===== config.mk =====
export PLATFORM = sky130hd
export DESIGN_NAME = asp_core
export DESIGN_NICKNAME = d
export VERILOG_FILES = /design/src/rtl/asp_pkg.sv /design/src/rtl/asp_tx.sv /design/src/rtl/asp_rx.sv /design/src/rtl/asp_core.sv
export SDC_FILE = /design/constraint.sdc
export NUM_CORES = 1
export LEC_CHECK = 0
export BUFFER_PORTS_ARGS = -buffer_cell sky130_fd_sc_hd__buf_4
export CORE_ASPECT_RATIO = 0.5
export CORE_MARGIN = 4
export CORE_UTILIZATION = 61
export DETAILED_ROUTE_END_ITERATION = 12
export PLACE_DENSITY = 0.87
export SYNTH_ARGS = -nofsm -noshare
export SYNTH_HDL_FRONTEND = slang
export SYNTH_SLANG_ARGS = --single-unit

===== constraint.sdc =====
create_clock -name clk_i -period 3.7 [get_ports clk_i]
set_input_delay 0.74 -clock clk_i [delete_from_list [all_inputs] [get_ports clk_i]]
set_output_delay 0.74 -clock clk_i [all_outputs]
set_load 0.1 [all_outputs]

===== src/rtl/asp_pkg.sv =====
// Constants, types and functional notes for the async serial port core
// Functional notes
// - Line rates up to 625 kbps are supported.
// - Character length bit: 0 gives 7 data bits, 1 gives 8, both directions.
// - Data bits always travel least significant bit first.
// - Transmit and receive run independently and at the same time.
// - A completed received character moves into the receive buffer unless the buffer value is still unread.
// - In 7-bit mode buffer bits 0 to 6 hold data, bit 7 reads 0.
// - On overrun the new character is dropped; the unread buffer value stays.
// - Receive buffer is read-only, 8 bits, all ones at reset or power off.
// - Writing the transmit register starts sending; it cannot be read back.
// - Transmit register is all ones at reset, power off or transmit disabled.
// - Power off holds the core in asynchronous reset; receive input reads high.
// - Enables, synchronised to the base clock, synchronously reset their paths.
// - Parity field: none, send zero and skip check, odd, even.
// - Transmitter sends 1 or 2 stop bits; receiver always expects one.
// - Enabling reception with the line low starts a reception at once.
// - Mode register bit 0 resets to 1 and is always written as 1.
// - With the clock stopped all state, including the output pin, holds.
// - Framing error when the first stop bit position is not high.
// - Bit rate is the baud counter output clock divided by two.
package asp_pkg;
	localparam logic [15:0] MODE_ADDR = 16'hff70;
	localparam logic [7:0] MODE_RST = 8'h01;
	localparam logic [7:0] RXB_RST = 8'hff;
	localparam logic [7:0] TXS_RST = 8'hff;
	localparam int POWER_BIT = 7;
	localparam int TXEN_BIT = 6;
	localparam int RXEN_BIT = 5;
	localparam int PAR_HI_BIT = 4;
	localparam int PAR_LO_BIT = 3;
	localparam int CLEN_BIT = 2;
	localparam int STOP_BIT = 1;
	localparam int FIXED_BIT = 0;
	localparam logic [1:0] PAR_NONE = 2'h0;
	localparam logic [1:0] PAR_ZERO = 2'h1;
	localparam logic [1:0] PAR_ODD = 2'h2;
	localparam logic [1:0] PAR_EVEN = 2'h3;
	localparam int LINE_MAX_KBPS = 625;
	localparam int CLK_PERIOD_NS = 10;
	// Shortest bit in cycles; ticks must not come faster than half of it
	localparam int MIN_BIT_CYC = 1000000 / (LINE_MAX_KBPS * CLK_PERIOD_NS);
	localparam logic [2:0] LAST7 = 3'h6;
	localparam logic [2:0] LAST8 = 3'h7;

	typedef enum logic [4:0] {
		TX_IDLE = 5'h01,
		TX_START = 5'h02,
		TX_DATA = 5'h04,
		TX_PAR = 5'h08,
		TX_STOP = 5'h10
	} asp_tx_e;

	typedef enum logic [4:0] {
		RX_IDLE = 5'h01,
		RX_START = 5'h02,
		RX_DATA = 5'h04,
		RX_PAR = 5'h08,
		RX_STOP = 5'h10
	} asp_rx_e;

	// Parity bit that makes the frame match the selected mode
	function automatic logic asp_par_bit(input logic [7:0] d, input logic [1:0] mode);
		logic ones;
		ones = ^d;
		unique case (mode)
			PAR_ODD: asp_par_bit = ~ones;
			PAR_EVEN: asp_par_bit = ones;
			default: asp_par_bit = 1'b0;
		endcase
	endfunction

	function automatic logic [2:0] asp_last_bit(input logic char8);
		asp_last_bit = char8 ? LAST8 : LAST7;
	endfunction
endpackage


===== src/rtl/asp_tx.sv =====
// Transmit sequencer for the async serial port core
`timescale 1ns/1ps
module asp_tx (
	input wire logic clk_i,
	input wire logic core_rst_b_i,
	input wire logic en_i,
	input wire logic tick_i,
	input wire logic char8_i,
	input wire logic [1:0] par_mode_i,
	input wire logic stop2_i,
	input wire logic wr_i,
	input wire logic [7:0] wdata_i,
	output logic line_o,
	output logic done_o
);
	import asp_pkg::*;
	asp_tx_e state_ff, nxt_state;
	logic [7:0] txs_ff, nxt_txs;
	logic go_ff, nxt_go, half_ff, nxt_half, stop2nd_ff, nxt_stop2nd;
	logic line_ff, nxt_line, done_ff, nxt_done;
	logic [2:0] cnt_ff, nxt_cnt;
	logic [7:0] masked;

	always_comb begin
		masked = char8_i ? txs_ff : {1'b0, txs_ff[6:0]};
		nxt_state = state_ff;
		nxt_txs = txs_ff;
		nxt_go = go_ff;
		nxt_half = half_ff;
		nxt_stop2nd = stop2nd_ff;
		nxt_line = line_ff;
		nxt_cnt = cnt_ff;
		nxt_done = 1'b0;
		if (!en_i) begin
			nxt_state = TX_IDLE;
			nxt_txs = TXS_RST;
			nxt_go = 1'b0;
			nxt_half = 1'b0;
			nxt_line = 1'b1;
		end else begin
			if (wr_i) begin
				nxt_txs = wdata_i;
				nxt_go = 1'b1;
			end
			if (tick_i) begin
				nxt_half = ~half_ff;
				unique case (state_ff)
					TX_IDLE: begin
						nxt_half = 1'b0;
						nxt_line = 1'b1;
						if (go_ff) begin
							nxt_state = TX_START;
							nxt_go = wr_i;
							nxt_line = 1'b0;
						end
					end
					TX_START: if (half_ff) begin
						nxt_state = TX_DATA;
						nxt_cnt = 3'h0;
						nxt_line = txs_ff[0];
					end
					TX_DATA: if (half_ff) begin
						if (cnt_ff == asp_last_bit(char8_i)) begin
							nxt_stop2nd = 1'b0;
							if (par_mode_i == PAR_NONE) begin
								nxt_state = TX_STOP;
								nxt_line = 1'b1;
							end else begin
								nxt_state = TX_PAR;
								nxt_line = asp_par_bit(masked, par_mode_i);
							end
						end else begin
							nxt_cnt = cnt_ff + 3'h1;
							nxt_line = txs_ff[cnt_ff + 3'h1];
						end
					end
					TX_PAR: if (half_ff) begin
						nxt_state = TX_STOP;
						nxt_line = 1'b1;
					end
					TX_STOP: if (half_ff) begin
						if (stop2_i && !stop2nd_ff) begin
							nxt_stop2nd = 1'b1;
						end else begin
							nxt_state = TX_IDLE;
							nxt_done = 1'b1;
						end
					end
				endcase
			end
		end
	end

	// Registers simply hold when the clock stops, pin included
	always_ff @(posedge clk_i or negedge core_rst_b_i) begin
		if (!core_rst_b_i) begin
			state_ff <= TX_IDLE;
			txs_ff <= TXS_RST;
			go_ff <= 1'b0;
			half_ff <= 1'b0;
			stop2nd_ff <= 1'b0;
			line_ff <= 1'b1;
			cnt_ff <= 3'h0;
			done_ff <= 1'b0;
		end else begin
			state_ff <= nxt_state;
			txs_ff <= nxt_txs;
			go_ff <= nxt_go;
			half_ff <= nxt_half;
			stop2nd_ff <= nxt_stop2nd;
			line_ff <= nxt_line;
			cnt_ff <= nxt_cnt;
			done_ff <= nxt_done;
		end
	end

	assign line_o = line_ff;
	assign done_o = done_ff;
endmodule


===== src/rtl/asp_rx.sv =====
// Receive sequencer for the async serial port core
`timescale 1ns/1ps
module asp_rx (
	input wire logic clk_i,
	input wire logic core_rst_b_i,
	input wire logic en_i,
	input wire logic tick_i,
	input wire logic line_i,
	input wire logic char8_i,
	input wire logic [1:0] par_mode_i,
	output logic [7:0] data_o,
	output logic done_o,
	output logic perr_o,
	output logic ferr_o
);
	import asp_pkg::*;
	asp_rx_e state_ff, nxt_state;
	logic [7:0] data_ff, nxt_data;
	logic [2:0] cnt_ff, nxt_cnt;
	logic half_ff, nxt_half, pbit_ff, nxt_pbit;
	logic done_ff, nxt_done, perr_ff, nxt_perr, ferr_ff, nxt_ferr;

	always_comb begin
		nxt_state = state_ff;
		nxt_data = data_ff;
		nxt_cnt = cnt_ff;
		nxt_half = half_ff;
		nxt_pbit = pbit_ff;
		nxt_done = 1'b0;
		nxt_perr = 1'b0;
		nxt_ferr = 1'b0;
		if (!en_i) begin
			nxt_state = RX_IDLE;
			nxt_half = 1'b0;
		end else if (tick_i) begin
			nxt_half = ~half_ff;
			unique case (state_ff)
				RX_IDLE: begin
					nxt_half = 1'b0;
					// A line already low at enable starts a frame
					if (!line_i) begin
						nxt_state = RX_START;
					end
				end
				RX_START: begin
					nxt_half = 1'b0;
					nxt_cnt = 3'h0;
					nxt_data = 8'h00;
					nxt_state = line_i ? RX_IDLE : RX_DATA;
				end
				RX_DATA: if (half_ff) begin
					nxt_data[cnt_ff] = line_i;
					if (cnt_ff == asp_last_bit(char8_i)) begin
						nxt_state = (par_mode_i == PAR_NONE) ? RX_STOP : RX_PAR;
					end else begin
						nxt_cnt = cnt_ff + 3'h1;
					end
				end
				RX_PAR: if (half_ff) begin
					nxt_pbit = line_i;
					nxt_state = RX_STOP;
				end
				RX_STOP: if (half_ff) begin
					nxt_state = RX_IDLE;
					nxt_done = 1'b1;
					nxt_ferr = !line_i;
					nxt_perr = par_mode_i[1] &&
						(pbit_ff != asp_par_bit(data_ff, par_mode_i));
				end
			endcase
		end
	end

	always_ff @(posedge clk_i or negedge core_rst_b_i) begin
		if (!core_rst_b_i) begin
			state_ff <= RX_IDLE;
			data_ff <= 8'h00;
			cnt_ff <= 3'h0;
			half_ff <= 1'b0;
			pbit_ff <= 1'b0;
			done_ff <= 1'b0;
			perr_ff <= 1'b0;
			ferr_ff <= 1'b0;
		end else begin
			state_ff <= nxt_state;
			data_ff <= nxt_data;
			cnt_ff <= nxt_cnt;
			half_ff <= nxt_half;
			pbit_ff <= nxt_pbit;
			done_ff <= nxt_done;
			perr_ff <= nxt_perr;
			ferr_ff <= nxt_ferr;
		end
	end

	assign data_o = data_ff;
	assign done_o = done_ff;
	assign perr_o = perr_ff;
	assign ferr_o = ferr_ff;
endmodule


===== src/rtl/asp_core.sv =====
// Top of the async serial port core: mode register, buffers, enables
`timescale 1ns/1ps
module asp_core (
	input wire logic clk_i,
	input wire logic rst_b_i,
	input wire logic brg_tick_i,
	input wire logic mode_wr_i,
	input wire logic [7:0] mode_wdata_i,
	output logic [7:0] mode_o,
	input wire logic tx_wr_i,
	input wire logic [7:0] tx_wdata_i,
	input wire logic rxb_rd_i,
	output logic [7:0] rxb_o,
	input wire logic serial_in_pin_i,
	output logic serial_out_pin_o,
	output logic tx_done_irq_o,
	output logic rx_done_o,
	output logic overrun_flag_o,
	output logic parity_error_flag_o,
	output logic framing_error_o
);
	import asp_pkg::*;

	logic rst_s1_ff, rst_s2_ff;
	logic core_rst_b;
	logic [7:0] mode_ff, nxt_mode;
	logic power_en, char8, stop2;
	logic [1:0] par_mode;
	logic txen_sync_ff, nxt_txen_sync, rxen_sync_ff, nxt_rxen_sync;
	logic pin_s1_ff, pin_s2_ff;
	logic [7:0] rxb_ff, nxt_rxb;
	logic unread_ff, nxt_unread;
	logic ovr_ff, nxt_ovr, perr_ff, nxt_perr, ferr_ff, nxt_ferr, rdone_ff, nxt_rdone;
	logic [7:0] rx_data;
	logic rx_done, rx_perr, rx_ferr;
	logic tx_line, tx_done;

	// Reset release through two stages
	always_ff @(posedge clk_i or negedge rst_b_i) begin
		if (!rst_b_i) begin
			rst_s1_ff <= 1'b0;
			rst_s2_ff <= 1'b0;
		end else begin
			rst_s1_ff <= 1'b1;
			rst_s2_ff <= rst_s1_ff;
		end
	end

	// Mode register
	always_comb begin
		nxt_mode = mode_ff;
		if (mode_wr_i) begin
			nxt_mode = mode_wdata_i;
		end
		nxt_mode[FIXED_BIT] = 1'b1;
	end

	always_ff @(posedge clk_i or negedge rst_s2_ff) begin
		if (!rst_s2_ff) begin
			mode_ff <= MODE_RST;
		end else begin
			mode_ff <= nxt_mode;
		end
	end

	assign power_en = mode_ff[POWER_BIT];
	assign par_mode = {mode_ff[PAR_HI_BIT], mode_ff[PAR_LO_BIT]};
	assign char8 = mode_ff[CLEN_BIT];
	assign stop2 = mode_ff[STOP_BIT];
	// Power off gates the core into reset; glitch-free since both are flops
	assign core_rst_b = rst_s2_ff & power_en;

	// Enables follow the mode bits only on base clock ticks
	always_comb begin
		nxt_txen_sync = txen_sync_ff;
		nxt_rxen_sync = rxen_sync_ff;
		if (brg_tick_i) begin
			nxt_txen_sync = mode_ff[TXEN_BIT];
			nxt_rxen_sync = mode_ff[RXEN_BIT];
		end
	end

	always_ff @(posedge clk_i or negedge core_rst_b) begin
		if (!core_rst_b) begin
			txen_sync_ff <= 1'b0;
			rxen_sync_ff <= 1'b0;
		end else begin
			txen_sync_ff <= nxt_txen_sync;
			rxen_sync_ff <= nxt_rxen_sync;
		end
	end

	// Pin synchroniser; reads high while powered off
	always_ff @(posedge clk_i or negedge core_rst_b) begin
		if (!core_rst_b) begin
			pin_s1_ff <= 1'b1;
			pin_s2_ff <= 1'b1;
		end else begin
			pin_s1_ff <= serial_in_pin_i;
			pin_s2_ff <= pin_s1_ff;
		end
	end

	// The two paths share only the mode bits and the tick
	asp_tx u_tx (
		.clk_i(clk_i),
		.core_rst_b_i(core_rst_b),
		.en_i(txen_sync_ff),
		.tick_i(brg_tick_i),
		.char8_i(char8),
		.par_mode_i(par_mode),
		.stop2_i(stop2),
		.wr_i(tx_wr_i),
		.wdata_i(tx_wdata_i),
		.line_o(tx_line),
		.done_o(tx_done)
	);

	asp_rx u_rx (
		.clk_i(clk_i),
		.core_rst_b_i(core_rst_b),
		.en_i(rxen_sync_ff),
		.tick_i(brg_tick_i),
		.line_i(pin_s2_ff),
		.char8_i(char8),
		.par_mode_i(par_mode),
		.data_o(rx_data),
		.done_o(rx_done),
		.perr_o(rx_perr),
		.ferr_o(rx_ferr)
	);

	// Receive buffer and overrun tracking
	always_comb begin
		nxt_rxb = rxb_ff;
		nxt_unread = unread_ff;
		nxt_ovr = 1'b0;
		nxt_perr = 1'b0;
		nxt_ferr = 1'b0;
		nxt_rdone = 1'b0;
		if (rxb_rd_i) begin
			nxt_unread = 1'b0;
		end
		if (rx_done) begin
			nxt_rdone = 1'b1;
			nxt_perr = rx_perr;
			nxt_ferr = rx_ferr;
			if (unread_ff && !rxb_rd_i) begin
				nxt_ovr = 1'b1;
			end else begin
				nxt_rxb = rx_data;
				nxt_unread = 1'b1;
			end
		end
	end

	always_ff @(posedge clk_i or negedge core_rst_b) begin
		if (!core_rst_b) begin
			rxb_ff <= RXB_RST;
			unread_ff <= 1'b0;
			ovr_ff <= 1'b0;
			perr_ff <= 1'b0;
			ferr_ff <= 1'b0;
			rdone_ff <= 1'b0;
		end else begin
			rxb_ff <= nxt_rxb;
			unread_ff <= nxt_unread;
			ovr_ff <= nxt_ovr;
			perr_ff <= nxt_perr;
			ferr_ff <= nxt_ferr;
			rdone_ff <= nxt_rdone;
		end
	end

	assign mode_o = mode_ff;
	assign rxb_o = rxb_ff;
	assign serial_out_pin_o = tx_line;
	assign tx_done_irq_o = tx_done;
	assign rx_done_o = rdone_ff;
	assign overrun_flag_o = ovr_ff;
	assign parity_error_flag_o = perr_ff;
	assign framing_error_o = ferr_ff;
endmodule


==> flow_summary.yaml <==
min_path:
  hold_path_class: "flop to asynchronous set/reset pin"
logic_synthesis:
  synth_cells: 323
  synth_top_area_cell: "dfrtp_1"
  netlist_area_sq_um: 3380
  yosysTopAreaCellShare: 0.348
  ys.flop_type: "dfrtp_1"
  ys_types: 47
  synth.area.top_cells: "dfrtp_1 (35%), dfstp_2 (16%), mux2_2 (5.7%), xnor2_1 (4.1%), nand2_1 (3.9%)"
  seq_area_frac_synth: 0.511
  async_flop_share: 1.00
  syn_avg_cell_area_sq_um: 10.5
  synth_edf_count: 0
  ys_seq_elements: 68
  yosysWarnings: 0
timing:
  hold_violations: 0
  fin_crit_sh: 0.566
  tns_ns: 0
  fmax_ghz: 0.477
  slew_headroom: 0.524
  min_period_ns: 2.10
  setup_viol: 0
  fin_skew_ns: 0.00833
  rsz0062_at_grt: "no"
  tightest_slew_ns: 0.714
  hold-worst-slack_ns: 0.129
  final_max_slew_viol_count: 0
finish:
  fin_nets: 386
  area_growth_syn_to_layout_pct: 16.3
  final_cell_area_sq_um: 3930
  antennaDiodeCount: 0
  nFillCells: 340
  layout-drive-gt1-share: 0.276
clocking:
  ctsLongestPathBuffers: 2
  clk_pin_slew_ns: 0.07
  cts_resized: 0
  h-tree-depth: 3
  clk_latency_ns: 0.35
  cts_hold_buf: 0
  cts_tree: "yes"
  root_buffer: "clkbuf_8"
  postCtsSetupBuffers: 0
  cts.sinks: 68
  numCtsBuffers: 9
worst_setup_path:
  crit_path_end_kind: "flop"
  crit_arrival_ns: 2.37
  critPathKind: "flop to flop"
  cp-start-kind: "flop"
  path_max_fanout: 7
  crit_required_ns: 3.98
placement:
  place_hpwl_um: 5250
  io_buffers: 42
  place_area_sq_um: 3710
  gp_congestion: 0.834
global_route:
  grt_max_degree: 38
  gr-usage-all-layers: 0.234
  overflow: 0
  grt_pass1_wl_um: 12300
  grt_pass1_vias: 2635
  antenna_found_initial: 0
floorplan:
  core-area_sq_um: 5130
  num_io_pins: 45
  die_area_sq_um: 6870
  start_util: 0.658
  die_h_um: 60.6
  die_x_um: 113
  rows: 18
route:
  wirelength_um: 7330
  vias: 2587
  vias_per_cell: 5.93
  drc: 0
  first_pass_iters: 5
  wire_per_inst_um: 16.8
  ant_nets: 0
  drt_iter0_drc: 169
run:
  max-cap-violations: 0
outcome:
  outcome: "finished, final reports clean"
power_and_ir_drop:
  leakagePower_nw: 1.76
  p_per_area_nw_per_um2: 490
  report.power.total_mw: 1.93
  irDropWorstVdd_uv: 277
-- Yosys cell counts, types with 9 or more instances --
cell and instances:
dfstp_2 21, o21ai_0 24, nor2_1 23, nand2_1 35, mux2_2 17, mux2i_1 12
xnor2_1 16, a31oi_1 10, nand3_1 10, a21oi_1 9, dfrtp_1 47, clkbuf_1 11
-- final timing paths --
path	slack [ns]	cells past startpoint	from	end
worst min register to register	0.13	0	rst_s2_ff$_DFF_PN0_	mode_o[7]$_DFFE_PN0P_
worst max register to register	1.60	6	u_tx.state_ff[0]$_DFFE_PN1P_	u_tx.state_ff[3]$_DFFE_PN0P_
worst max-delay path	1.60	6	u_tx.state_ff[0]$_DFFE_PN1P_	u_tx.state_ff[3]$_DFFE_PN0P_
worst min-delay path	0.13	0	rst_s2_ff$_DFF_PN0_	mode_o[7]$_DFFE_PN0P_
min in group clk_i	0.35	0	rst_s1_ff$_DFF_PN0_	rst_s2_ff$_DFF_PN0_
max in group asynchronous	2.18	2	rst_s2_ff$_DFF_PN0_	pin_s2_ff$_DFF_PN1_
-- registers in the layout (all words and copies together) (netlist names), 3 cells and up --
register,flops
rxb_o,8
u_rx.data_o,8
u_tx.txs_ff,8
mode_o,7
u_rx.state_ff,5
u_tx.state_ff,5
u_rx.cnt_ff,3
u_tx.cnt_ff,3
-- metal layers --
layer,part of all wire,wire (um),track usage,vias up
li1,-,-,-,1221
met1,0.41,3020,0.277,1264
met2,0.51,3700,0.425,85
met3,0.064,470,0.0548,17
met4,0.018,133,0.0959,0
met5,0,0,0,-
-- layout make-up --
type / instances / area, sq um / share of cell area
Clock inverter: 5 / 75.1 / 0.0191
Tap cell: 70 / 87.6 / 0.0223
Sequential cell: 68 / 1730 / 0.440
Clock buffer: 11 / 141 / 0.0360
Inverter: 8 / 30.0 / 0.00764
Multi-Input combinational cell: 231 / 1550 / 0.393
Timing Repair Buffer: 43 / 323 / 0.0821
-- metrics by stage --
step	utilization	setup WS, ns	instances
2_1_floorplan	-	0.895	324
3_3_place_gp	0.723	1.63	420
3_5_place_dp	0.723	1.60	420
4_1_cts	0.766	1.61	436
5_1_grt	0.766	1.46	436
6_report	0.766	1.60	436
-- power breakdown --
part           internal (mW)  switching, mW
registers              0.806         0.0863
clock network          0.394          0.271
logic                  0.135          0.233
total                   1.33          0.590
-- cells in the final DEF, fill, tap and decap left out, types with 2 or more instances in the layout --
| cell | netlist | final |
|---|---|---|
| ha_1 | 2 | 2 |
| nor3_1 | 8 | 8 |
| mux2i_1 | 12 | 12 |
| nor2b_1 | 6 | 6 |
| nor2_1 | 23 | 23 |
| dfstp_2 | 21 | 21 |
| and3_1 | 6 | 6 |
| nand2b_1 | 3 | 3 |
| o31ai_1 | 5 | 5 |
| conb_1 | 1 | 2 |
| mux2_2 | 17 | 17 |
| clkbuf_8 | 0 | 10 |
| inv_1 | 8 | 8 |
| clkinv_2 | 0 | 3 |
| xnor2_1 | 16 | 16 |
| nand3b_1 | 4 | 4 |
| dfrtp_1 | 47 | 47 |
| o211ai_1 | 5 | 5 |
| o21ai_0 | 24 | 24 |
| nand2_1 | 35 | 35 |
| bufinv_16 | 0 | 2 |
| a21boi_0 | 2 | 2 |
| nand4_1 | 4 | 4 |
| a31oi_1 | 10 | 10 |
| xor2_1 | 4 | 4 |
| or3_1 | 2 | 2 |
| buf_4 | 4 | 43 |
| a21oi_1 | 9 | 9 |
| nand3_1 | 10 | 10 |
| mux4_1 | 2 | 2 |
| and2_1 | 3 | 2 |
-- worst max-delay path, cell delays in order (launching register included) --
cell	delay [ns]
dfstp_2	0.59
nor3_1	0.08
nand3b_1	0.23
nor2_2	0.11
or3_1	0.49
or3_1	0.38
a21boi_1	0.14
-- logic make-up (layout without fill, tap and decap cells) --
logic type               count (synthesis)  count (layout)  share of synthesized area
AND/OR/NAND/NOR                        110             110                      0.159
other                                    1               2                    0.00111
AO/OA/AOI/OAI                           65              65                      0.122
adder cells (fa/ha/maj)                  2               2                    0.00740
flip-flops                              68              68                      0.511
XOR/XNOR                                21              21                     0.0585
buffers and inverters                   25              67                     0.0329
multiplexers                            31              31                      0.108
Note: power is estimated with default switching activity, not from simulation.
